<file path="src/hw/afc_pkg.sv">
// Purpose: Shared constants for the receive FIFO automatic flow control block
// Assumes: 32-bit classic Wishbone register access, 50 MHz core clock
// Notes:   Offsets are byte addresses
package afc_pkg;
   // ****************************************
   // Register map
   // ****************************************
   localparam logic [7:0]  AUTO_FLOW_CONTROL_CONFIG_OFFSET    = 8'hAC;
   localparam logic [7:0]  AFC_STATUS_OFFSET = 8'hB4;
   localparam logic [31:0] AUTO_FLOW_CONTROL_CONFIG_RESET     = 32'h0000_0000;
   localparam logic [31:0] AUTO_FLOW_CONTROL_CONFIG_WMASK     = 32'h00FF_FFFF;

   // ****************************************
   // Field positions
   // ****************************************
   localparam int HI_LSB      = 16;
   localparam int LO_LSB      = 8;
   localparam int DUR_LSB     = 4;
   localparam int BIT_MCAST   = 3;
   localparam int BIT_BCAST   = 2;
   localparam int BIT_OWN     = 1;
   localparam int BIT_ANY     = 0;
   localparam int UNIT_SHIFT  = 6;

   // ****************************************
   // Timing
   // ****************************************
   localparam int CLK_MHZ        = 50;
   localparam int US_CYCLES      = CLK_MHZ;
   localparam int TENTHS_CYCLES  = CLK_MHZ / 10;
   localparam int SLOW_EXTRA_TNT = 22;

   typedef enum logic [1:0] {
      AFC_IDLE,
      AFC_ARMED,
      AFC_PAUSED
   } afc_state_e;
endpackage : afc_pkg

</file>
<file path="src/hw/afc_jam_timer.sv">
// Purpose: Times one backpressure burst from a duration code
// Assumes: Start is a one-cycle pulse
// Notes:   Duration in microseconds, plus 2.2 us at 10 Mb/s
`timescale 1ns/1ps
module afc_jam_timer
   import afc_pkg::*;
(
   input  wire logic       core_clk,
   input  wire logic       sys_rst,
   input  wire logic       start,
   input  wire logic [3:0] code,
   input  wire logic       speed_10,
   output logic            busy
);
   // ****************************************
   // Duration lookup in tenths of a microsecond
   // ****************************************
   function automatic logic [12:0] dur_tenths(input logic [3:0] c, input logic slow);
      logic [12:0] base;
      base = 13'h0000;
      unique case (c)
         4'h0: base = 13'd50;
         4'h1: base = 13'd100;
         4'h2: base = 13'd150;
         4'h3: base = 13'd250;
         default: base = 13'(({9'h000, c} - 13'd3) * 13'd500);
      endcase
      dur_tenths = slow ? 13'(base + 13'(SLOW_EXTRA_TNT)) : base;
   endfunction : dur_tenths

   logic [18:0] count;
   wire  [18:0] load_value = 19'(dur_tenths(code, speed_10) * 19'(TENTHS_CYCLES));

   always_ff @(posedge core_clk) begin
      if (sys_rst) begin
         count <= 19'h00000;
      end else if (start) begin
         count <= load_value;
      end else if (count != 19'h00000) begin
         count <= count - 19'h00001;
      end
   end

   assign busy = (count != 19'h00000);
endmodule : afc_jam_timer

</file>
<file path="src/hw/afc_flow_ctrl.sv">
// Purpose: Automatic flow control driven by receive data FIFO fill level
// Assumes: Frame-type strobes and preamble pulse come from the MAC on core_clk
// Notes:   Pause requests are one-cycle pulses the MAC queues itself

`timescale 1ns/1ps
module afc_flow_ctrl
   import afc_pkg::*;
#(
   parameter int FIFO_CNT_W = 14
)(
   input  wire logic                  core_clk,
   input  wire logic                  sys_rst,
   input  wire logic [7:0]            wb_adr_i,
   input  wire logic [31:0]           wb_dat_i,
   output logic      [31:0]           wb_dat_o,
   input  wire logic [3:0]            wb_sel_i,
   input  wire logic                  wb_we_i,
   input  wire logic                  wb_cyc_i,
   input  wire logic                  wb_stb_i,
   output logic                       wb_ack_o,
   output logic                       wb_err_o,
   input  wire logic [FIFO_CNT_W-1:0] rx_fifo_bytes,
   input  wire logic                  full_duplex,
   input  wire logic                  speed_10,
   input  wire logic                  tx_enable,
   input  wire logic                  rx_preamble,
   input  wire logic                  rx_addr_valid,
   input  wire logic                  rx_is_multicast,
   input  wire logic                  rx_is_broadcast,
   input  wire logic                  rx_is_own_addr,
   output logic                       pause_request,
   output logic                       pause_zero_time,
   output logic                       jam_active
);
   // ****************************************
   // Register bus
   // ****************************************
   logic [31:0] cfg;
   logic        ack_q;
   afc_state_e  state;
   afc_state_e  next_state;

   // An error answer also closes the request, so err pulses for one cycle only
   wire req       = wb_cyc_i & wb_stb_i & ~ack_q & ~wb_err_o;
   wire hit_cfg   = (wb_adr_i == AUTO_FLOW_CONTROL_CONFIG_OFFSET);
   wire hit_stat  = (wb_adr_i == AFC_STATUS_OFFSET);
   wire hit_any   = hit_cfg | hit_stat;
   wire cfg_write = req & wb_we_i & hit_cfg;

   wire [31:0] sel_mask = {{8{wb_sel_i[3]}}, {8{wb_sel_i[2]}}, {8{wb_sel_i[1]}}, {8{wb_sel_i[0]}}};
   wire [31:0] wmask    = sel_mask & AUTO_FLOW_CONTROL_CONFIG_WMASK;
   wire [31:0] next_cfg = (cfg & ~wmask) | (wb_dat_i & wmask);
   wire [31:0] status_word;

   always_ff @(posedge core_clk) begin
      if (sys_rst) begin
         ack_q    <= 1'b0;
         wb_err_o <= 1'b0;
         wb_dat_o <= 32'h0000_0000;
         cfg      <= AUTO_FLOW_CONTROL_CONFIG_RESET;
      end else begin
         ack_q    <= req & hit_any;
         wb_err_o <= req & ~hit_any;
         if (req) begin
            wb_dat_o <= hit_cfg ? cfg : (hit_stat ? status_word : 32'h0000_0000);
         end
         if (cfg_write) begin
            cfg <= next_cfg;
         end
      end
   end
   assign wb_ack_o = ack_q;

   // ****************************************
   // Field decode
   // ****************************************
   wire [7:0] high_thr     = cfg[HI_LSB +: 8];
   wire [7:0] low_thr      = cfg[LO_LSB +: 8];
   wire [3:0] dur_code     = cfg[DUR_LSB +: 4];
   wire       trig_any     = cfg[BIT_ANY];
   wire       trig_mcast   = cfg[BIT_MCAST];
   wire       trig_bcast   = cfg[BIT_BCAST];
   wire       trig_own     = cfg[BIT_OWN];
   wire       afc_enabled  = |cfg[3:0];

   // Units of 64 bytes; a partial unit does not count toward a level
   wire [FIFO_CNT_W-1:0] fill_units = rx_fifo_bytes >> UNIT_SHIFT;
   wire level_high = (fill_units >= FIFO_CNT_W'(high_thr));
   wire level_low  = (fill_units <  FIFO_CNT_W'(low_thr));

   assign status_word = {24'h000000, 2'b00, jam_active, level_high, level_low, 1'b0,
                         state == AFC_PAUSED, state == AFC_ARMED};

   // ****************************************
   // Full duplex pause control
   // ****************************************
   // Only the any-frame bit arms full duplex; type bits only keep AFC_PAUSED from dropping when that bit is cleared
   wire fd_active = full_duplex & trig_any & tx_enable;
   wire send_pause = fd_active & (state == AFC_IDLE) & level_high;
   wire send_zero  = tx_enable & (state == AFC_PAUSED) & level_low;

   always_comb begin
      next_state = state;
      unique case (state)
         AFC_IDLE: begin
            if (send_pause) begin
               next_state = AFC_PAUSED;
            end
         end
         AFC_PAUSED: begin
            if (send_zero) begin
               next_state = AFC_IDLE;
            end else if (~full_duplex | ~afc_enabled) begin
               next_state = AFC_IDLE;
            end
         end
         AFC_ARMED: begin
            next_state = AFC_IDLE;
         end
      endcase
   end

   always_ff @(posedge core_clk) begin
      if (sys_rst) begin
         state           <= AFC_IDLE;
         pause_request   <= 1'b0;
         pause_zero_time <= 1'b0;
      end else begin
         state           <= next_state;
         pause_request   <= send_pause | send_zero;
         pause_zero_time <= send_zero;
      end
   end

   // ****************************************
   // Half duplex backpressure
   // ****************************************
   // Any-frame skips address decode and fires on preamble
   wire type_match = (trig_mcast & rx_is_multicast) |
                     (trig_bcast & rx_is_broadcast) |
                     (trig_own   & rx_is_own_addr);
   wire hd_ok      = ~full_duplex & tx_enable & level_high;
   wire jam_any    = hd_ok & trig_any & rx_preamble;
   wire jam_typed  = hd_ok & ~trig_any & rx_addr_valid & type_match;
   wire jam_start  = jam_any | jam_typed;
   logic timer_busy;

   afc_jam_timer u_jam_timer (
      .core_clk (core_clk),
      .sys_rst  (sys_rst),
      .start    (jam_start),
      .code     (dur_code),
      .speed_10 (speed_10),
      .busy     (timer_busy)
   );

   // Drop the jam at once if the transmitter is turned off
   assign jam_active = timer_busy & tx_enable & ~full_duplex;
endmodule : afc_flow_ctrl

</file>
<file path="config.mk">
export PLATFORM = sky130hd
export DESIGN_NAME = afc_flow_ctrl
export DESIGN_NICKNAME = d
export VERILOG_FILES = /design/src/hw/afc_pkg.sv /design/src/hw/afc_jam_timer.sv /design/src/hw/afc_flow_ctrl.sv
export SDC_FILE = /design/constraint.sdc
export NUM_CORES = 1
export LEC_CHECK = 0
export ABC_AREA = 1
export ABC_CLOCK_PERIOD_IN_PS = 8750
export BUFFER_PORTS_ARGS = -buffer_cell sky130_fd_sc_hd__buf_2
export CAP_MARGIN = 40
export CELL_PAD_IN_SITES_DETAIL_PLACEMENT = 1
export CELL_PAD_IN_SITES_GLOBAL_PLACEMENT = 1
export CORE_MARGIN = 2
export CORE_UTILIZATION = 43
export CTS_CLUSTER_DIAMETER = 50
export DETAILED_ROUTE_END_ITERATION = 10
export PLACE_DENSITY = 0.95
export SETUP_SLACK_MARGIN = 0.3
export SLEW_MARGIN = 30
export SYNTH_ARGS = -nofsm -noshare
export SYNTH_HDL_FRONTEND = slang
export SYNTH_SLANG_ARGS = --single-unit
</file>
<file path="constraint.sdc">
create_clock -name core_clk -period 8.75 [get_ports core_clk]
set_clock_uncertainty 0.05 [all_clocks]
set_input_delay 0.875 -clock core_clk [delete_from_list [all_inputs] [get_ports core_clk]]
set_output_delay 0.875 -clock core_clk [all_outputs]
set_load 0.03 [all_outputs]
</file>
==> Word level (Yosys, flattened, before mapping) <==
Cells that the tools add are included.
{ "op_classes": {"add_sub_neg": 3, "n_mul": 2, "order_cmp": 2, "eq_ne": 9, "n_mux": 10, "bitwise": 41, "n_reduce_logical": 7} }
{ "ops": {"columns": ["op", "n"], "rows": [
  ["13-bit case mux with 4 select lines", 1],
  ["32-bit by 24-bit bitwise AND with 32-bit output", 1],
  ["32-bit bitwise AND", 1],
  ["16-bit 2-to-1 mux", 2],
  ["32-bit 2-to-1 mux", 1],
  ["24-bit NOT with 32-bit output", 1],
  ["32-bit OR", 1],
  ["1-bit bitwise AND", 25],
  ["19-bit nonzero test", 1],
  ["19-bit by 1-bit subtractor with 19-bit output, second input constant", 1],
  ["8-bit == test, second input constant", 2],
  ["13-bit by 3-bit multiplier with 16-bit output, second input constant", 1],
  ["13-bit by 5-bit adder with 13-bit output, second input constant", 1],
  ["13-bit by 7-bit multiplier with 11-bit output, second input constant", 1],
  ["13-bit 2-to-1 mux", 1],
  ["4-bit by 2-bit == test with 1-bit output, second input constant", 2],
  ["8-bit >= comparator", 1],
  ["8-bit < comparator", 1],
  ["2-bit 2-to-1 mux", 3],
  ["6-bit 2-to-1 mux", 1],
  ["1-bit NOT", 6],
  ["1-bit OR", 6],
  ["2-bit case mux with 3 select lines", 1],
  ["4-bit by 2-bit subtractor with 5-bit output, second input constant", 1],
  ["11 further kinds", 11]
]} }
{ "word_totals": {"ff_bits": 89, "inputBits": 71, "out_inout_bits": 37, "wordCells": 83} }

==> Depth between registers and ports, before layout <==
Gate-level depths: netlist of run 1.
{ "depth": {"ltp_word": 8, "ltp_mapped": 34, "ltp_nobuf": 34} }

==> Cells and area by module <==
From an unflattened synthesis of run 1, not the netlist that was laid out.
{ "hier_totals": {"cells_unflattened": 888, "hier_area_um2": 5765.5} }
{ "modules_own_cells": {"columns": ["module", "n_inst", "cells_each", "area_per_inst_um2", "seq_area_each_um2"], "rows": [
  ["afc_jam_timer", 1, 518, 3135.5, 380.4],
  ["afc_flow_ctrl", 1, 370, 2630.0, 1061.0]
]} }

==> Worst setup path after synthesis of run 1 <==
No wires, ideal clock.
{ "synth_timing": {"kind": "reg2reg", "from": "reg (tool-made name)", "to": "reg u_jam_timer.count[11]", "setup_time_ns": 0.128, "arrival_ns": 5.028, "required_time_ns": 8.572, "setup_slack_ns": 3.544, "stages_incl_launch_ff": 33, "n_path_buf": 0, "period_less_slack_ns": 5.206, "cell_sequence": "dfxtp_1 -> inv_1 -> o21ai_0 -> xor2_1 -> fa_1 -> inv_1 -> ha_1 -> fa_1 -> inv_1 -> fa_1 -> inv_1 -> ha_1 -> a21oi_1 -> nand3_1 -> nand3b_1 -> inv_1 -> nor2_1 -> nand2_1 -> nand2_1 -> ha_1 -> ha_1 -> nand2_1 -> inv_1 -> nand2_1 -> nand2_1 -> inv_1 -> nand2_1 -> nand2_1 -> nand2_1 -> nand3_1 -> nand2_1 -> nand2_1 -> nor2_1"} }
{ "synth_lines": {"columns": ["element", "line", "rtl"], "rows": [
  ["end signal, assigned", "afc_jam_timer.sv:38", "count <= load_value;"],
  ["end signal, assigned", "afc_jam_timer.sv:40", "count <= count - 19'h00001;"],
  ["end, declared", "afc_jam_timer.sv:31", "logic [18:0] count;"]
]} }

==> impl_results.md, run 1 <==
* Worst Path Required at 8970 ps
* Period minus WS final at 6100 ps
* TritonCTS buffer count at 9
* Final wirelength at 19800 um
* Post-Synthesis Cells at 818
* Placed cells at 1052
* Die area at 0.0140 mm2
* Vias in the first global route at 6373
* First-pass GRT wire length at 31900 um
* Share of layout cells above drive strength 1 at 13.7%
* Die height at 118 um
* Synth Cell Area at 0.00560 mm2
* Nets at 1036
* Final antenna-violating net count at 0
* Fin util at 50.8%
* CTS Hold Bufs at 0
* Critical path's top delay family: adder cells
* Max FO, Critical Path at 8
* Final setup violation count at 0
* P_leak at 3.13 nW
* Layout overhead on the synthesized area at 14.9%
* Gr ovfl total at 0
* Worst EP arrival at 6320 ps
* Post-route DRC at 0
* Post-synth EDFFs at 0
* CP Capture Type: register
* Register area share after synthesis at 25.7%
* Horiz. Die Dim at 118 um
* Synth Area per Inst at 6.84 um2
* Worst VDD drop at 0.141 mV
* Critical-path top delay cell: fa_1
* Clock-pin slew on the worst setup and hold paths at 60 ps
* Setup TNS Final at 0 ps
* Initial core utilization at 44.2%
* Slew Viols, Final at 0
* Vias at 5960
* Cell Pwr Density at 185 mW/mm2
* Vias per std cell at 5.57
* IO Pins at 108
* Crit path largest cell delay at 590 ps
* CP dominant cell by count: nand2_1
* RD Place Congestion at 0.855
* 1st-pass router iterations at 5
* DR iter-0 viols at 337
* Layout Cells excl Fill at 1070
* Final hold vios at 0
* # port buffers at 84
* Top_reg_cell synth: dfxtp_1
* Core Region at 0.0127 mm2
* Fmax at 164 MHz
* Number of gates resized after CTS at 0
* Maximum root-to-sink buffer count at 2
* Max-cap viol count at 0
* Clk_lat worst skew at 350 ps
* HP Class: register to register
* TritonCTS Sinks at 72
* Setup bufs post-CTS at 0
* Final period util at 69.7%
* Routed length per instance at 18.5 um
* Row count at 41
* Slew @ Worst Pin at 821 ps
* Status: finished clean
* Async set-reset flop share out of synthesis at 0%
* Worst Path Buf+Inv at 5
* Post-synthesis cell type count at 38
* Worst slew margin at 45.2%
* Dpl hpwl at 13600 um
* #FFs+latches synth at 72
* Clk Tree Root Cell: clkbuf_16
* H-tree depth at 3
* CTS tree: built
* Initial antenna violation count at 1
* Global Route Usage Sum at 29.1%
* Largest net degree at the start of global routing at 36
* Startpoint Class: register
* Yosys warns at 0
* Critical setup path kind: register to register
* RSZ-0062 raised after global routing: no
kinds of logic after synthesis:
kind of cell / after synthesis / share of synthesized area (%)
buffers and inverters: 134 / 10.5
multiplexers: 1 / 0.179
AO/OA/AOI/OAI: 118 / 11.2
AND/OR/NAND/NOR: 390 / 30.4
XOR/XNOR: 29 / 4.54
adder cells (fa/ha/maj): 73 / 17.4
other: 1 / 0.0670
flip-flops: 72 / 25.7
worst reg2reg max path: cells and delay by family, from the launching register on:
kind | cells | cell delay (ps)
buffers and inverters | 5 | 420
AOI/OAI and AO/OA | 2 | 490
xor gates and xnor gates | 1 | 190
adders and majority gates | 7 | 2950
DFF | 1 | 480
and+or+nand+nor | 13 | 1460
cells in the final DEF (no fill, tap or decap), drive strengths merged:
cell / Yosys / routed
nand3b: 3 / 3
inv: 102 / 101
xnor2: 13 / 13
mux2i: 1 / 1
diode: 0 / 1
clkinvlp: 0 / 1
or2: 4 / 4
conb: 1 / 8
a21oi: 67 / 67
clkinv: 0 / 2
nand4: 33 / 33
nor3: 10 / 10
o21bai: 2 / 2
clkbuf: 13 / 12
nand3: 49 / 49
buf: 19 / 88
o21a: 2 / 2
ha: 65 / 65
o21ai: 42 / 42
nor4: 2 / 2
xor2: 16 / 16
nor2: 73 / 73
bufinv: 0 / 2
dfxtp: 72 / 72
a22oi: 1 / 1
a31oi: 2 / 2
fa: 8 / 8
o211ai: 2 / 2
nand2: 216 / 216
final timing paths:
path	start	endpoint	slack, ps	cells after the start
max	register	u_jam_timer.count[13]	2650	28
max reg2reg	register	u_jam_timer.count[13]	2650	28
min reg2reg	register	register	440	2
min	register	register	440	2
report_power, final:
part	switching, mW	internal, mW
Sequential	0.0293	0.361
Combinational	0.252	0.130
Clock	0.151	0.266
Total	0.432	0.757
Yosys cell counts (2+ instances only):
cell type | number | area share [%]
clkbuf_4 | 2 | 0.27
inv_1 | 101 | 6.8
a21oi_1 | 66 | 5.9
o21ai_1 | 2 | 0.18
dfxtp_1 | 72 | 26
nand3_2 | 5 | 0.89
nand3_1 | 44 | 3.9
nand2_1 | 212 | 14
nor2_1 | 70 | 4.7
xor2_1 | 16 | 2.5
clkbuf_1 | 11 | 0.74
o21ai_0 | 39 | 3.5
fa_1 | 8 | 2.9
buf_6 | 5 | 1.0
o21bai_1 | 2 | 0.27
ha_1 | 65 | 15
buf_2 | 5 | 0.45
o211ai_1 | 2 | 0.27
xnor2_1 | 13 | 2.0
nand3b_1 | 3 | 0.40
nor3_1 | 10 | 0.89
o21a_1 | 2 | 0.27
nand4_1 | 33 | 3.7
nand2_2 | 4 | 0.45
or2_2 | 3 | 0.34
buf_4 | 9 | 1.2
nor2_2 | 3 | 0.34
area by class of cell:
type                            instances  area [um2]
Multi-Input combinational cell        619        3600
Timing Repair Buffer                   88         455
Inverter                              102         383
Antenna cell                            1        2.50
Tap cell                              172         215
Sequential cell                        72        1440
Fill cell                            1704        6240
Clock inverter                          4        76.3
Clock buffer                           12         256
stage by stage:
stage / setup WS [ps] / power (mW) / instance area [um2] / hold slack (ps)
3_3_place_gp: 3000 / 0.736 / 6070 / 416
3_5_place_dp: 2810 / 0.755 / 6080 / 426
5_1_grt: 2190 / 1.26 / 6430 / 469
4_1_cts: 2670 / 1.19 / 6410 / 436
2_1_floorplan: 3540 / 0.663 / 5630 / 399
6_report: 2650 / 1.19 / 6430 / 437
per-layer routing:
| metal | GRT usage (%) | up-vias | share of wire (%) |
|---|---|---|---|
| met1 | 32.2 | 2850 | 39 |
| met4 | 18.4 | 0 | 5.5 |
| met5 | 0 | - | 0 |
| li1 | - | 2797 | - |
| met3 | 6.20 | 83 | 5.6 |
| met2 | 50.4 | 230 | 50 |
Power figures use the tool's default switching activity.
==> run 2: changes to the inputs <==
--- a/config.mk
+++ b/config.mk
@@ -6,16 +6,16 @@
 export NUM_CORES = 1
 export LEC_CHECK = 0
 export ABC_AREA = 1
-export ABC_CLOCK_PERIOD_IN_PS = 8750
+export ABC_CLOCK_PERIOD_IN_PS = 6020
 export BUFFER_PORTS_ARGS = -buffer_cell sky130_fd_sc_hd__buf_2
 export CAP_MARGIN = 40
 export CELL_PAD_IN_SITES_DETAIL_PLACEMENT = 1
 export CELL_PAD_IN_SITES_GLOBAL_PLACEMENT = 1
 export CORE_MARGIN = 2
-export CORE_UTILIZATION = 43
+export CORE_UTILIZATION = 40
 export CTS_CLUSTER_DIAMETER = 50
 export DETAILED_ROUTE_END_ITERATION = 10
-export PLACE_DENSITY = 0.95
+export PLACE_DENSITY = 0.93
 export SETUP_SLACK_MARGIN = 0.3
 export SLEW_MARGIN = 30
 export SYNTH_ARGS = -nofsm -noshare
==> constraint.sdc (replaced) <==
create_clock -name core_clk -period 6.02 [get_ports core_clk]
set_clock_uncertainty 0.05 [all_clocks]
set_input_delay 0.602 -clock core_clk [delete_from_list [all_inputs] [get_ports core_clk]]
set_output_delay 0.602 -clock core_clk [all_outputs]
set_load 0.03 [all_outputs]
==> run 2 against run 1 <==
First-iteration DRC count fell by 6.8%. Core utilization fell by 2.6 points. Highest routed layer unchanged. Critical path type unchanged. Fmax rose by 12%. Global-route usage fell by 3.1 points.
==> impl_results.md, run 2 (synthesis results as in run 1) <==
* Critical path's top delay family: adder cells
* Routed length per instance at 18.6 um (+0.34%)
* Vias at 5960 (unchanged)
* HP Class: register to register
* P_leak at 3.15 nW (+0.66%)
* Setup TNS Final at 0 ps (unchanged)
* Clk Tree Root Cell: clkbuf_16
* Vias per std cell at 5.50 (-1.2%)
* CTS tree: built
* TritonCTS Sinks at 72 (unchanged)
* Placed cells at 1063 (+1.0%)
* TritonCTS buffer count at 9 (unchanged)
* Crit path largest cell delay at 560 ps (-30 ps)
* Die height at 122 um (+3.6%)
* 1st-pass router iterations at 5 (unchanged)
* Critical setup path kind: register to register
* CP Capture Type: register
* Vias in the first global route at 6341 (-0.50%)
* Post-route DRC at 0 (unchanged)
* Slew Viols, Final at 0 (unchanged)
* Commonest non-fill, non-tap cells in the layout: nand2_1, inv_1, buf_2, nor2_1, dfxtp_1
* Global Route Usage Sum at 26.0% (-3.1 points)
* Fillcell total at 1840 (+8.0%)
* Layout overhead on the synthesized area at 18.4%
* Final setup violation count at 0 (unchanged)
* Clock-pin slew on the worst setup and hold paths at 60 ps (about the same)
* Multi-input gate area at 0.00374 mm2 (+4.0%)
* Max-cap viol count at 0 (unchanged)
* Core Region at 0.0138 mm2 (+8.7%)
* RSZ-0062 raised after global routing: no
* Worst VDD drop at 0.213 mV (+51%)
* Status: finished clean
* Layout Cells excl Fill at 1083 (+1.2%)
* Initial core utilization at 40.7% (-3.5 points)
* Nets at 1042 (+0.58%)
* First-pass GRT wire length at 30800 um (-3.5%)
* Slew @ Worst Pin at 797 ps (-24.2 ps)
* CTS Hold Bufs at 0 (unchanged)
* Maximum root-to-sink buffer count at 2 (unchanged)
* # port buffers at 84 (unchanged)
* Diode count at 0 (-1)
* Dpl hpwl at 12700 um (-6.8%)
* Row count at 43 (+4.9%)
* Share of layout cells above drive strength 1 at 16.9% (+3.2 points)
* Initial antenna violation count at 0 (-1)
* Worst EP arrival at 5580 ps (-740 ps)
* Worst slew margin at 46.9% (+1.7 points)
* Final wirelength at 20200 um (+1.6%)
* IO Pins at 108 (unchanged)
* Startpoint Class: register
* Horiz. Die Dim at 122 um (+3.6%)
* Fmax at 184 MHz (+12%)
* Clk_lat worst skew at 340 ps (about the same)
* RD Place Congestion at 0.849 (-0.68%)
* Final antenna-violating net count at 0 (unchanged)
* Final period util at 90.3% (+21 points)
* Critical-path top delay cell: fa_1
* Largest net degree at the start of global routing at 36 (unchanged)
* Seq. cell area at 0.00145 mm2 (+0.87%)
* Period minus WS final at 5430 ps (-665 ps)
* Gr ovfl total at 0 (unchanged)
* H-tree depth at 3 (unchanged)
* Total power at 1.72 mW (+44%)
* Max FO, Critical Path at 5 (-3)
* Final hold vios at 0 (unchanged)
* Worst Path Required at 6170 ps (-2800 ps)
* DR iter-0 viols at 314 (-6.8%)
* Most common cell after layout, fill and taps aside: nand2_1
* Die area at 0.0150 mm2 (+7.2%)
* Cell Pwr Density at 259 mW/mm2 (+40%)
* Worst Path Buf+Inv at 9 (+4)
* CP dominant cell by count: nand2_1
==> run 2: timing repair <==
action,CTS,global route
endpoints found under the setup margin,6,7
pin swaps,0,0
buffers inserted,0,2
resized for setup,8,26
==> run 2: per-layer routing <==
metal	track usage [%]	wire length, um	part of all wire (%)
met2	46.2	10200	51
met4	10.8	714	3.5
met1	29.9	7940	39
met3	5.90	1280	6.4
met5	0	0	0
==> run 2: layout make-up <==
type | instances | area share, %
inverters | 102 | 5.81
flip-flops and latches | 72 | 21.9
repair buffers | 94 | 7.66
clock inverters | 5 | 1.23
well taps | 180 | 3.40
clock buffers | 11 | 3.51
multi-input cells | 619 | 56.5
==> run 2: per-stage QoR <==
| step | setup slack [ps] | util, % | hold WS, ps | area, um2 |
|---|---|---|---|---|
| finish | 586 | 48.1 | 434 | 6630 |
| global route | 221 | 48.1 | 457 | 6630 |
| global placement | 346 | 44.3 | 415 | 6100 |
| CTS | 302 | 46.9 | 438 | 6460 |
| floorplan | 814 | - | 399 | 5630 |
| detailed placement | 140 | 44.3 | 420 | 6110 |
==> run 2: report_power, final <==
part	total (mW)	internal, mW	leakage (nW)	switching, mW
clock	0.582	0.363	0.150	0.219
sequential	0.565	0.524	0.590	0.0415
combinational	0.569	0.190	2.41	0.379
total	1.72	1.08	3.15	0.639
==> run 2: path summary, 6_finish.rpt <==
kind	cells past startpoint	slack [ps]	endpoint
worst max-delay path	34	590	u_jam_timer.count[11]
worst min-delay path	2	430	wb_dat_o[8]
worst min register to register	2	430	wb_dat_o[8]
worst max register to register	34	590	u_jam_timer.count[11]
==> run 2: worst register-to-register path, delay by kind of cell (launching register included) <==
family	cells	cell delay [ps]
flops	1	380
fa+ha+maj	8	2940
simple gates	17	1310
buf+inv	9	630
